--- config.mk ---
export PLATFORM = sky130hd
export DESIGN_NAME = qsm_dual_mram_top
export DESIGN_NICKNAME = d
export VERILOG_FILES = /design/src/shared/qsm_pkg.sv /design/src/shared/qsm_pin_if.sv /design/src/design/qsm_pin_sync.sv /design/src/design/qsm_dual_mram_top.sv
export SDC_FILE = /design/constraint.sdc
export NUM_CORES = 2
export LEC_CHECK = 0
export BUFFER_PORTS_ARGS = -buffer_cell sky130_fd_sc_hd__buf_2
export CAP_MARGIN = 30
export CELL_PAD_IN_SITES_DETAIL_PLACEMENT = 1
export CELL_PAD_IN_SITES_GLOBAL_PLACEMENT = 1
export CORE_UTILIZATION = 40
export CTS_CLUSTER_SIZE = 30
export DETAILED_ROUTE_END_ITERATION = 10
export HOLD_SLACK_MARGIN = 0.03
export PLACE_DENSITY_LB_ADDON = 0.1
export SLEW_MARGIN = 30
export SYNTH_ARGS = -nofsm -noshare
export SYNTH_HDL_FRONTEND = slang
export SYNTH_SLANG_ARGS = --single-unit
--- constraint.sdc ---
create_clock -name sys_clk -period 5.3 [get_ports sys_clk]
set_input_delay 0.265 -clock sys_clk [delete_from_list [all_inputs] [get_ports sys_clk]]
set_output_delay 0.265 -clock sys_clk [all_outputs]
set_load 0.01 [all_outputs]
--- src/shared/qsm_pkg.sv ---
// Constants, types and helpers shared by the dual quad serial memory front end.
// Contract
// Select high: device in standby, inputs ignored, data pins released.
// Select driven low puts the device in active mode, ready for an instruction.
// No instruction is accepted before a falling select edge seen after reset.
// Single-line mode samples input data on line 0 at rising clock edges.
// Quad mode uses all four data lines in both directions.
// Protect enable set and protect pin low: status register write ignored.
// Status protect pin acts only in single-line mode; in quad it carries data.
// Host or board always drives the protect line; no internal pull exists.
// SDR: command, address, write data on rising edges; read data on falling.
// DDR: command on rising edges only; address and write data on both edges.
// DDR: read data driven on both clock edges.
// Clock mode 3 (idle high) is supported for SDR transfers only.
// Quad transfers run up to 100 MHz SDR and 50 MHz DDR; the oversampled link here runs far below both rates.
// Two devices together move eight-bit wide data per transfer step.
// Uncorrectable error during a read drives the active-low interrupt low.
// Reset low holds the device in reset with pins released.
// One reset input resets both devices at the same time.
// Three hardware protect inputs size the array region that rejects writes.
// Hardware protect inputs have pull-downs; unconnected reads low.
// Top/bottom input selects at which array end the hardware region begins.
// Software protection uses top/bottom flag plus three-bit field in status.
// Top/bottom input has a pull-down; unconnected reads low.
// Writes to a hardware or software protected address leave the array unchanged.
`default_nettype none
package qsm_pkg;
    localparam int DEVS      = 2;
    localparam int NIB       = 4;
    localparam int MEM_DEPTH = 256;
    localparam int REGION_LSB = 5;

    localparam logic [7:0] CMD_WRSR  = 8'h01;
    localparam logic [7:0] CMD_WRITE = 8'h02;
    localparam logic [7:0] CMD_READ  = 8'h03;
    localparam logic [7:0] CMD_RDSR  = 8'h05;

    localparam logic [7:0] SR_RESET  = 8'h00;
    localparam int         SR_SRWD   = 7;
    localparam int         SR_TB     = 5;
    localparam int         SR_BP_LSB = 2;

    localparam int         CFG_SIZE_LSB  = 0;
    localparam int         CFG_TB        = 3;
    localparam int         CFG_QUAD      = 4;
    localparam int         CFG_DDR       = 5;
    localparam int         CFG_FAULT_LSB = 6;
    localparam logic [7:0] CFG_RESET     = 8'h00;

    localparam logic [5:0] PIN_RESET = 6'h3F;
    localparam logic [2:0] WARM_DONE = 3'h5;

    localparam int SDR_MAX_MHZ = 100;
    localparam int DDR_MAX_MHZ = 50;
    localparam int SYS_CLK_MHZ = 100;

    typedef enum logic [2:0] {
        ST_IDLE, ST_CMD, ST_ADDR, ST_WRITE, ST_WRSR, ST_READ, ST_SKIP
    } qsm_state_t;

    function automatic logic qsm_in_region(input logic [7:0] addr,
                                           input logic [2:0] code,
                                           input logic       top);
        logic [3:0] sum;
        sum = {1'b0, addr[7:REGION_LSB]} + {1'b0, code};
        if (code == 3'h0)
        begin
            return 1'b0;
        end
        return top ? (sum >= 4'h8) : (addr[7:REGION_LSB] < code);
    endfunction : qsm_in_region
endpackage : qsm_pkg
`default_nettype wire

--- src/shared/qsm_pin_if.sv ---
// Synchronised pin view of one serial device, passed from sampler to engine.
`default_nettype none
interface qsm_pin_if;
    logic       sel_n;
    logic       sel_fall;
    logic       clk_lvl;
    logic       clk_rise;
    logic       clk_fall;
    logic [3:0] io;

    modport src (output sel_n, sel_fall, clk_lvl, clk_rise, clk_fall, io);
    modport dst (input  sel_n, sel_fall, clk_lvl, clk_rise, clk_fall, io);
endinterface : qsm_pin_if
`default_nettype wire

--- src/design/qsm_pin_sync.sv ---
// Three-stage sampler and edge finder for one device's select, clock and data.
`default_nettype none
module qsm_pin_sync
    import qsm_pkg::*;
(
    input  wire logic       sys_clk,
    input  wire logic       rst_n,
    input  wire logic       raw_sel_n,
    input  wire logic       raw_clk,
    input  wire logic [3:0] raw_io,
    qsm_pin_if.src          pins
);
    logic [5:0] s1_ff;
    logic [5:0] s2_ff;
    logic [5:0] s3_ff;
    logic [5:0] flt_ff;
    logic [5:0] prv_ff;
    logic [2:0] warm_ff;

    wire logic [5:0] raw     = {raw_sel_n, raw_clk, raw_io};
    wire logic [5:0] agree   = ~(s2_ff ^ s3_ff);
    wire logic [5:0] nxt_flt = (agree & s2_ff) | (~agree & flt_ff);
    wire logic       warm    = (warm_ff == WARM_DONE);

    always_ff @(posedge sys_clk)
    begin
        if (!rst_n)
        begin
            s1_ff   <= PIN_RESET;
            s2_ff   <= PIN_RESET;
            s3_ff   <= PIN_RESET;
            flt_ff  <= PIN_RESET;
            prv_ff  <= PIN_RESET;
            warm_ff <= 3'h0;
        end
        else
        begin
            s1_ff   <= raw;
            s2_ff   <= s1_ff;
            s3_ff   <= s2_ff;
            flt_ff  <= nxt_flt;
            prv_ff  <= flt_ff;
            warm_ff <= warm ? warm_ff : 3'(warm_ff + 3'h1);
        end
    end

    // A select held low through reset is not a falling edge.
    assign pins.sel_n    = flt_ff[5];
    assign pins.sel_fall = warm & prv_ff[5] & ~flt_ff[5];
    assign pins.clk_lvl  = flt_ff[4];
    assign pins.clk_rise = warm & ~prv_ff[4] & flt_ff[4];
    assign pins.clk_fall = warm & prv_ff[4] & ~flt_ff[4];
    assign pins.io       = flt_ff[3:0];
endmodule : qsm_pin_sync
`default_nettype wire

--- src/design/qsm_dual_mram_top.sv ---
// Two independent quad serial memory devices behind one shared reset.
`default_nettype none
module qsm_dual_mram_top
    import qsm_pkg::*;
(
    input  wire logic       sys_clk,
    input  wire logic       rst_n,
    input  wire logic       select_n_dev_a,
    input  wire logic       select_n_dev_b,
    input  wire logic       serial_clock_dev_a,
    input  wire logic       serial_clock_dev_b,
    input  wire logic [7:0] io_in,
    output wire logic [7:0] io_out,
    output wire logic [7:0] io_oe_n,
    output wire logic       ecc_fail_irq_n_dev_a,
    output wire logic       ecc_fail_irq_n_dev_b,
    input  wire logic       four_line_mode,
    input  wire logic       ddr_mode,
    input  wire logic [2:0] hw_protect_size,
    input  wire logic       hw_protect_top_bottom,
    input  wire logic [1:0] ecc_fault_inject
);

    // ------------------------------------------------------------
    // Configuration pin sampling
    // ------------------------------------------------------------

    logic [7:0] c1_ff;
    logic [7:0] c2_ff;
    logic [7:0] c3_ff;
    logic [7:0] cfg_ff;

    wire logic [7:0] cfg_raw = {ecc_fault_inject, ddr_mode, four_line_mode,
                                hw_protect_top_bottom, hw_protect_size};
    wire logic [7:0] cfg_agr = ~(c2_ff ^ c3_ff);
    wire logic [7:0] nxt_cfg = (cfg_agr & c2_ff) | (~cfg_agr & cfg_ff);

    // Pad pull-downs keep floating protect pins low; logic sees plain levels.
    always_ff @(posedge sys_clk)
    begin
        if (!rst_n)
        begin
            c1_ff  <= CFG_RESET;
            c2_ff  <= CFG_RESET;
            c3_ff  <= CFG_RESET;
            cfg_ff <= CFG_RESET;
        end
        else
        begin
            c1_ff  <= cfg_raw;
            c2_ff  <= c1_ff;
            c3_ff  <= c2_ff;
            cfg_ff <= nxt_cfg;
        end
    end

    wire logic       quad    = cfg_ff[CFG_QUAD];
    wire logic       ddr_req = cfg_ff[CFG_DDR];
    wire logic [2:0] hw_size = cfg_ff[CFG_SIZE_LSB +: 3];
    wire logic       hw_top  = cfg_ff[CFG_TB];

    wire logic [DEVS-1:0] sel_raw = {select_n_dev_b, select_n_dev_a};
    wire logic [DEVS-1:0] clk_raw = {serial_clock_dev_b, serial_clock_dev_a};

    wire logic [3:0] dout  [DEVS];
    wire logic [3:0] doe_n [DEVS];
    wire logic       dirq  [DEVS];

    // ------------------------------------------------------------
    // Per-device serial engine
    // ------------------------------------------------------------

    genvar g;
    generate
        for (g = 0; g < DEVS; g++)
        begin : dev
            qsm_pin_if pin ();

            // The link clock is oversampled, so the usable serial rate is a
            // fraction of the system clock, well below the pin maximum.
            qsm_pin_sync u_sync (
                .sys_clk   (sys_clk),
                .rst_n     (rst_n),
                .raw_sel_n (sel_raw[g]),
                .raw_clk   (clk_raw[g]),
                .raw_io    (io_in[g*NIB +: NIB]),
                .pins      (pin)
            );

            logic [7:0] mem [MEM_DEPTH];
            qsm_state_t st_ff;
            qsm_state_t nxt_st;
            logic [7:0] sh_ff;
            logic [2:0] cnt_ff;
            logic [7:0] addr_ff;
            logic [7:0] cmd_ff;
            logic [7:0] sr_ff;
            logic [7:0] ob_ff;
            logic [3:0] out_ff;
            logic [3:0] oe_n_ff;
            logic       irq_n_ff;
            logic       mode3_ff;

            // Mode 3 (clock idle high at select fall) forces SDR timing.
            wire logic ddr_eff = ddr_req & ~mode3_ff;

            wire logic rx_st = (st_ff == ST_CMD) || (st_ff == ST_ADDR)
                            || (st_ff == ST_WRITE) || (st_ff == ST_WRSR);
            wire logic in_cmd = (st_ff == ST_CMD);

            // Commands take rising edges only; later phases take both in DDR.
            wire logic smp = rx_st & (pin.clk_rise
                           | (pin.clk_fall & ddr_eff & ~in_cmd));

            wire logic drv = (st_ff == ST_READ)
                           & (pin.clk_fall
                           | (pin.clk_rise & ddr_eff));

            wire logic last = quad ? (cnt_ff == 3'h1) : (cnt_ff == 3'h7);

            wire logic [7:0] nxt_sh = quad ? {sh_ff[3:0], pin.io}
                                           : {sh_ff[6:0], pin.io[0]};

            wire logic byte_done = smp & last;
            wire logic step      = smp | drv;
            wire logic restart   = pin.sel_n | pin.sel_fall;

            wire logic [2:0] nxt_cnt = restart ? 3'h0
                                     : !step   ? cnt_ff
                                     : last    ? 3'h0
                                     : 3'(cnt_ff + 3'h1);

            wire logic is_rdsr = (cmd_ff == CMD_RDSR);
            wire logic first   = (cnt_ff == 3'h0);
            wire logic [7:0] src  = is_rdsr ? sr_ff : mem[addr_ff];
            wire logic [7:0] send = first ? src : ob_ff;

            wire logic [7:0] nxt_ob = quad ? {send[3:0], 4'h0}
                                           : {send[6:0], 1'b0};

            // Protect pin is only a protect input on the single-line port,
            // and is read as driven since no pull holds it.
            wire logic wp_low  = ~pin.io[2] & ~quad;
            wire logic sr_lock = sr_ff[SR_SRWD] & wp_low;

            wire logic hw_prot = qsm_in_region(addr_ff, hw_size,
                                               hw_top);
            wire logic sw_prot = qsm_in_region(addr_ff,
                                    sr_ff[SR_BP_LSB +: 3],
                                    sr_ff[SR_TB]);

            wire logic wr_byte = (st_ff == ST_WRITE) & byte_done;
            wire logic wr_ok   = wr_byte & ~hw_prot & ~sw_prot;

            wire logic fault = cfg_ff[CFG_FAULT_LSB + g];

            wire qsm_state_t dec_st =
                (nxt_sh == CMD_RDSR)  ? ST_READ
              : (nxt_sh == CMD_READ)  ? ST_ADDR
              : (nxt_sh == CMD_WRITE) ? ST_ADDR
              : (nxt_sh == CMD_WRSR)  ? ST_WRSR
              :                         ST_SKIP;

            wire qsm_state_t addr_st = (cmd_ff == CMD_READ) ? ST_READ
                                                            : ST_WRITE;

            wire logic addr_inc = wr_byte
                                | (drv & last & ~is_rdsr);

            always_comb
            begin
                nxt_st = st_ff;
                unique case (st_ff)
                    ST_CMD:
                    begin
                        if (byte_done)
                        begin
                            nxt_st = dec_st;
                        end
                    end
                    ST_ADDR:
                    begin
                        if (byte_done)
                        begin
                            nxt_st = addr_st;
                        end
                    end
                    ST_WRSR:
                    begin
                        if (byte_done)
                        begin
                            nxt_st = ST_SKIP;
                        end
                    end
                    ST_IDLE, ST_WRITE, ST_READ, ST_SKIP:
                    begin
                        nxt_st = st_ff;
                    end
                endcase
                if (pin.sel_n)
                begin
                    nxt_st = ST_IDLE;
                end
                else if (pin.sel_fall)
                begin
                    nxt_st = ST_CMD;
                end
            end

            // Reset is shared by both engines, so they leave it together.
            always_ff @(posedge sys_clk)
            begin
                if (!rst_n)
                begin
                    st_ff  <= ST_IDLE;
                    cnt_ff <= 3'h0;
                    sh_ff  <= 8'h00;
                end
                else
                begin
                    st_ff  <= nxt_st;
                    cnt_ff <= nxt_cnt;
                    sh_ff  <= smp ? nxt_sh : sh_ff;
                end
            end

            always_ff @(posedge sys_clk)
            begin
                if (!rst_n)
                begin
                    cmd_ff  <= 8'h00;
                    addr_ff <= 8'h00;
                end
                else
                begin
                    if (in_cmd & byte_done)
                    begin
                        cmd_ff <= nxt_sh;
                    end
                    if ((st_ff == ST_ADDR) & byte_done)
                    begin
                        addr_ff <= nxt_sh;
                    end
                    else if (addr_inc)
                    begin
                        addr_ff <= 8'(addr_ff + 8'h01);
                    end
                end
            end

            always_ff @(posedge sys_clk)
            begin
                if (!rst_n)
                begin
                    sr_ff    <= SR_RESET;
                    mode3_ff <= 1'b0;
                    ob_ff    <= 8'h00;
                end
                else
                begin
                    if ((st_ff == ST_WRSR) & byte_done & ~sr_lock)
                    begin
                        sr_ff <= nxt_sh;
                    end
                    if (pin.sel_fall)
                    begin
                        mode3_ff <= pin.clk_lvl;
                    end
                    if (drv)
                    begin
                        ob_ff <= nxt_ob;
                    end
                end
            end

            // The array itself is not cleared by reset; it is non-volatile.
            always_ff @(posedge sys_clk)
            begin
                if (wr_ok)
                begin
                    mem[addr_ff] <= nxt_sh;
                end
            end

            always_ff @(posedge sys_clk)
            begin
                if (!rst_n)
                begin
                    out_ff  <= 4'h0;
                    oe_n_ff <= 4'hF;
                end
                else if (pin.sel_n || st_ff != ST_READ)
                begin
                    oe_n_ff <= 4'hF;
                end
                else if (drv)
                begin
                    out_ff  <= quad ? send[7:4]
                                    : {2'b00, send[7], 1'b0};
                    oe_n_ff <= quad ? 4'h0 : 4'hD;
                end
            end

            // A fault seen while the next select falls still wins.
            always_ff @(posedge sys_clk)
            begin
                if (!rst_n)
                begin
                    irq_n_ff <= 1'b1;
                end
                else if (drv & first & fault & ~is_rdsr)
                begin
                    irq_n_ff <= 1'b0;
                end
                else if (pin.sel_fall)
                begin
                    irq_n_ff <= 1'b1;
                end
            end

            assign dout[g]  = out_ff;
            assign doe_n[g] = oe_n_ff;
            assign dirq[g]  = irq_n_ff;
        end
    endgenerate

    // ------------------------------------------------------------
    // Pin outputs
    // ------------------------------------------------------------

    // Device A owns lines 0 to 3 and device B lines 4 to 7.
    assign io_out  = {dout[1], dout[0]};
    assign io_oe_n = {doe_n[1], doe_n[0]};
    assign ecc_fail_irq_n_dev_a = dirq[0];
    assign ecc_fail_irq_n_dev_b = dirq[1];

endmodule : qsm_dual_mram_top
`default_nettype wire

# After elaboration in Yosys (flattened, before gate mapping)

Memories as Yosys holds them, arrays and structs flattened. A register that Yosys moved wholly into a read port is not among the register bits.
Cells that the tools add are included.

Eq/ne operators: 46
Multiplexer cells: 65
$lt $le $gt $ge: 8
Add/subtract/negate cells: 10
Bitwise gates (word level): 108
Reduce and logical (&&, ||, !) cells: 35

Operators with widths:

| operator            | count |
|---|---|
| $mux 8              | 16 |
| $and 1x1->1         | 54 |
| $eq 8x2->1 const B  | 6 |
| $mux 3              | 16 |
| $eq 8x3->1 const B  | 4 |
| $eq 3x3->1 const B  | 10 |
| $mux 1              | 26 |
| $not 1->1           | 26 |
| $and 6x6->6         | 4 |
| $not 6->6           | 4 |
| $logic_not 3->1     | 7 |
| $ne 3x3->1 const B  | 6 |
| $pmux 3 s3          | 2 |
| $add 3x3->4         | 4 |
| $add 8x1->8 const B | 2 |
| $and 8x8->8         | 2 |
| $eq 8x1->1 const B  | 2 |
| $ge 4x4->1 const B  | 4 |
| $not 8->8           | 2 |
| $reduce_and 4->1    | 4 |
| $add 3x1->3 const B | 4 |
| $eq 3x1->1 const B  | 4 |
| $eq 3x2->1 const B  | 4 |
| $lt 3x3->1          | 4 |
| 16 further kinds    | 55 |

Memories kept: 2
Output and inout port bits: 18
Register bits: 208
Input port bits: 22
Word-level logic and storage cells: 314
Bits in writable memories: 4096

Memories:

| memory     | depth | bits a word | read ports | clocked after memory_dff | wr ports | line                    | RTL |
|---|---|---|---|---|---|---|---|
| dev[0].mem | 256   | 8           | 1          | 1                        | 1        | qsm_dual_mram_top.sv:90 | `logic [7:0] mem [MEM_DEPTH];` |
| dev[1].mem | 256   | 8           | 1          | 1                        | 1        | qsm_dual_mram_top.sv:90 |  |

# Longest topological paths before layout

Word-level depth: 14
Gate-level depth with buffers: 15
Mapped depth without buffers: 10

# Hierarchy

From an unflattened synthesis, not the netlist that was laid out.

Cells, all modules: 8163
Area total of the unflattened synthesis: 167680.8 sq um

By module, submodules not included:

| module            | cells an instance | sequential area each (sq um) | instances | area each (sq um) |
|---|---|---|---|---|
| qsm_dual_mram_top | 7991              | 126040.9                     | 1         | 165809.0 |
| qsm_pin_sync      | 86                | 580.6                        | 2         | 935.9 |

# Worst setup path after synthesis

OpenSTA, ideal clock, no wires.

Path type: register -> register
From: register (tool-made name)
To: register dev[1].st_ff[0]
Data arrival time: 4573 ps
Buffers on the path: 0
Data required time: 5235 ps
Setup time: 65 ps
Stages on the path, launching flop included: 5
Clock period less this slack: 4638 ps
Path slack: 662 ps
Path through: dfxtp_1 -> and4_1 -> nand3_1 -> o2111a_1 -> nor2_1

RTL lines:

| what                 | line                     | RTL |
|---|---|---|
| end signal, assigned | qsm_dual_mram_top.sv:221 | `st_ff <= nxt_st;` |
| end, declared        | qsm_dual_mram_top.sv:91  | `qsm_state_t st_ff;` |

# Final worst setup path

From: register dev[0].u_sync.warm_ff[0]
To: memory dev[0].mem[45][7] (enable)

Cells in the longest elaborated chain, start to end: 13
Elaborated cells between the ends (all ways): 15
Classes of those cells: 1 x eq/ne; 2 x mux; 12 x bitwise

Ends and longest elaborated chain:

| what                           | line                     | RTL |
|---|---|---|
| start, declared                | qsm_pin_sync.sv:18       | `logic [2:0] warm_ff;` |
| start signal, assigned         | qsm_pin_sync.sv:43       | `warm_ff <= warm ? warm_ff : 3'(warm_ff + 3'h1);` |
| $eq 3x3->1 *                   | qsm_pin_sync.sv:23       | `wire logic warm = (warm_ff == WARM_DONE);` |
| $and 1x1->1 (2 in series)      | qsm_pin_sync.sv:52       | `assign pins.clk_fall = warm & prv_ff[4] & ~flt_ff[4];` |
| $and 1x1->1 (2 in series)      | qsm_dual_mram_top.sv:113 | `\| (pin.clk_fall & ddr_eff & ~in_cmd));` |
| $or 1x1->1 *                   | qsm_dual_mram_top.sv:113 |  |
| $and 1x1->1 *                  | qsm_dual_mram_top.sv:112 | `wire logic smp = rx_st & (pin.clk_rise` |
| $and 1x1->1 *                  | qsm_dual_mram_top.sv:124 | `wire logic byte_done = smp & last;` |
| $and 1x1->1 *                  | qsm_dual_mram_top.sv:152 | `wire logic wr_byte = (st_ff == ST_WRITE) & byte_done;` |
| $and 1x1->1 * (2 in series)    | qsm_dual_mram_top.sv:153 | `wire logic wr_ok = wr_byte & ~hw_prot & ~sw_prot;` |
| $mux 1 *                       | qsm_dual_mram_top.sv:279 | `if (wr_ok)` |
| $mux 1 (not written as such) * | qsm_dual_mram_top.sv:281 | `mem[addr_ff] <= nxt_sh;` |
| end, declared                  | qsm_dual_mram_top.sv:90  |  |

Mark *: on every way between the ends. The rest lies on a longest branch, timed or not.

==> impl_metrics.json <==
{
  "post-route-util": 0.460,
  "gp_congestion": 0.843,
  "grt_usage": 0.232,
  "wl_per_cell_um": 33.9,
  "vias_per_cell": 5.74,
  "dp_hpwl_mm": 306,
  "worstPathArrival_ps": 5810,
  "min-delay-path-class": "in2reg",
  "numCtsBuffers": 455,
  "placedCellCount": 13700,
  "cp_data_required_time_ps": 5890,
  "num_io_pins": 40,
  "route.detailed.drc": 0,
  "post_cts_buffers": 0,
  "start_kind": "register",
  "wl_met3_mm": 20.5,
  "end_kind": "register",
  "wirelength_met1_mm": 211,
  "final_nets": 8806,
  "fin_ws_ps": 79.3,
  "synth_edf_count": 4096,
  "setup_viol": 0,
  "critical_path_class": "reg2reg",
  "num_vias": 84100,
  "synth_async_sr_flop_share": 0,
  "cap_viol_max_count": 0,
  "first_pass_iters": 7,
  "synth.yosys.seq_area_share": 0.756,
  "syn_area_mm2": 0.168,
  "clock_skew_ps": 49.5,
  "layout-drive-gt1-share": 0.255,
  "synth_cell_type_count": 94,
  "p_leak_uw": 0.0608,
  "cts_max_level": 5,
  "path_clk_slew_ps": 60,
  "clockBufferDepth": 4,
  "antenna_left": 0,
  "wl_mm": 496,
  "ff2ff_path_depth": 10,
  "rr_startpoint": "dev[0].u_sync.warm_ff[0]",
  "synthCells": 8230,
  "avgSynthCellArea_um2": 20.5,
  "r2r_setup_slack_ps": 80,
  "fmax_mhz": 192,
  "dp_slack_ps": -202,
  "ys_ff_latch": 4306,
  "rsz0062_at_grt": "yes",
  "outcome": "finished clean",
  "cts_sinks": 4306,
  "dieArea_mm2": 0.424,
  "r2r_end": "dev[0].mem[45][7]",
  "finalMaxSlewViolations": 0,
  "whs_path_depth": 3,
  "grt_pass1_wl_mm": 704,
  "drt_iter0_drc": 8157,
  "peakVddDrop_mv": 0.266,
  "clk_latency_ps": 1000,
  "cts_tree": "built",
  "synth_flop_cell": "edfxtp_1",
  "portBuffers": 39,
  "grt_pass1_vias": 88700,
  "area_growth_pct": 14.1,
  "cp_max_fo": 16,
  "min_from": "rst_n",
  "maxSlewHeadroom": 0.229,
  "instances_no_fill": 14600,
  "syn_nets": 8292,
  "worstMarginPinSlew_ps": 1150,
  "antenna_found_initial": 15,
  "cts-root-buf": "clkbuf_16",
  "nFillCells": 38000,
  "grt_max_degree": 181,
  "power.density_mw_per_mm2": 356,
  "fin_crit_ps": 5220,
  "die_y_um": 651,
  "yosys_warnings": 0,
  "start_util": 0.403,
  "wl_met2_mm": 249,
  "fp.coreArea_mm2": 0.418,
  "hold_viol": 0,
  "die_w_um": 651,
  "dr.max_layer_used": "met4",
  "period_share": 0.985,
  "rows": 237,
  "grt.overflow.total": 0,
  "hold_end": "dev[0].u_sync.s2_ff[0]"
}
-- area by class of cell --
class	count	area, um2	share of cell area
repair buffers	537	4830	0.0251
clock buffers	561	12000	0.0624
inverters	51	259	0.00135
well taps	5497	6880	0.0358
clock inverters	283	2610	0.0136
flip-flops and latches	4306	127000	0.662
diodes	15	37.5	0.000195
multi-input cells	3393	38300	0.199
-- layout by cell type (no fill, tap or decap), types with 43 or more instances in the layout --
master / synthesis / layout
edfxtp_1: 4096 / 4096
clkinv_1: 0 / 113
o22ai_1: 142 / 142
dfxtp_1: 210 / 194
mux2i_1: 175 / 175
a22oi_1: 55 / 55
nor2b_1: 57 / 55
bufinv_16: 0 / 44
buf_4: 80 / 395
nor2_1: 630 / 602
mux4_2: 1056 / 1056
and2_1: 55 / 55
nor3_1: 65 / 63
nand2b_1: 74 / 74
clkbuf_1: 171 / 91
a21oi_1: 100 / 100
o21ai_0: 82 / 80
clkinv_2: 0 / 85
buf_12: 2 / 53
dlygate4sd3_1: 0 / 43
clkbuf_16: 0 / 462
nand2_1: 304 / 296
nand3_1: 86 / 77
-- power breakdown --
group	internal [uW]	total, uW	switching [uW]	leakage, uW
Clock	18100	31500	13400	0.00712
Combinational	53.8	119	64.9	0.0127
Sequential	36700	36700	14.0	0.0410
Total	54900	68400	13500	0.0608
-- per-stage QoR --
| stage | setup TNS (ps) | hold WS, ps | power (uW) | cell area (um2) |
|---|---|---|---|---|
| after floorplan | 0 | 366 | 37500 | 168000 |
| after global placement | -12800 | 399 | 37500 | 177000 |
| after detailed placement | -37230 | 399 | 37500 | 177000 |
| after CTS | 0 | 176 | 69000 | 192000 |
| after global routing | -8880 | 246 | 70100 | 192000 |
| final | 0 | 242 | 68400 | 192000 |
-- worst max-delay path by stage --
| stage | startpoint | endpoint | slack [ps] | cells after the start |
|---|---|---|---|---|
| final | dev[0].u_sync.warm_ff[0] | dev[0].mem[45][7] | 80 | 10 |
| after detailed placement | dev[0].u_sync.warm_ff[1] | dev[0].mem[25][3] | -200 | 11 |
| after CTS | dev[0].u_sync.warm_ff[1] | dev[0].mem[45][2] | 50 | 11 |
| after global placement | dev[0].u_sync.warm_ff[1] | dev[0].mem[45][7] | -100 | 11 |
| after global routing | dev[0].u_sync.warm_ff[0] | dev[0].mem[45][2] | -100 | 10 |
| after floorplan | register | dev[1].st_ff[0] | 660 | 4 |
-- sequential cells by signal (all words and copies together) (netlist names), 8 cells and up, named ones only --
signal / count
dev.out_ff: 8
c2_ff: 8
c1_ff: 8
dev.mem: 4096
c3_ff: 8
dev.addr_ff: 16
dev.cmd_ff: 16
dev.u_sync.s2_ff: 12
dev.sh_ff: 14
dev.sr_ff: 16
dev.u_sync.s1_ff: 12
dev.ob_ff: 14
dev.u_sync.s3_ff: 12
-- per-layer routing --
metal,up-vias,global-route usage
met5,-,0
met4,0,0.0705
met3,622,0.0238
met2,2272,0.394
met1,46200,0.317
li1,35000,-
-- cells in the mapped netlist (all sizes together), types with 11 or more instances --
cell type,n,area [um2]
edfxtp,4096,123000
mux4,1083,24500
nor2,630,2360
nand2,304,1140
buf,297,2240
dfxtp,210,4200
clkbuf,182,738
mux2i,175,1750
o22ai,142,888
a21oi,101,509
nand3,86,430
o21ai,85,425
nand2b,74,463
nor3,65,325
nor2b,57,357
a22oi,55,413
and2,55,344
inv,51,191
a31oi,40,250
ha,40,500
a21boi,38,285
a211oi,24,180
and3,20,126
mux2,19,214
o211a,19,190
nand3b,18,135
nor4,17,106
a221oi,15,131
o221ai,14,123
o211ai,13,97.6
or2,13,81.3
a32o,12,120
nand4,12,75.1
nor3b,11,82.6
o221a,11,124
-- timing repair --
item                                    in CTS  in global routing
endpoints found under the setup margin     345                292
gates resized for setup                      1                 25
hold buffers                                43                  0
hold endpoints to repair                   116                  0
-- critical path, cell delays in order, from the launching register on --
cell      delay (ps)
dfxtp_1          370
ha_1             210
and2_1           210
o311a_1          290
nand2_1          340
nor2_1           450
nand4b_1         700
nor4_2           670
buf_4            240
nand2_1          470
nor2_1           850
-- kinds of logic (layout without fill, tap and decap cells) --
kind of cell	after synthesis	in the layout	synth area share
buf+inv	531	1432	0.0189
mux	1277	1277	0.157
simple gates	1408	1408	0.0381
flops	4306	4306	0.756
fa+ha+maj	40	40	0.00297
other cells	0	15	0
compound gates	663	663	0.0271
xor+xnor	5	5	0.000260
Power figures use the tool's default switching activity.
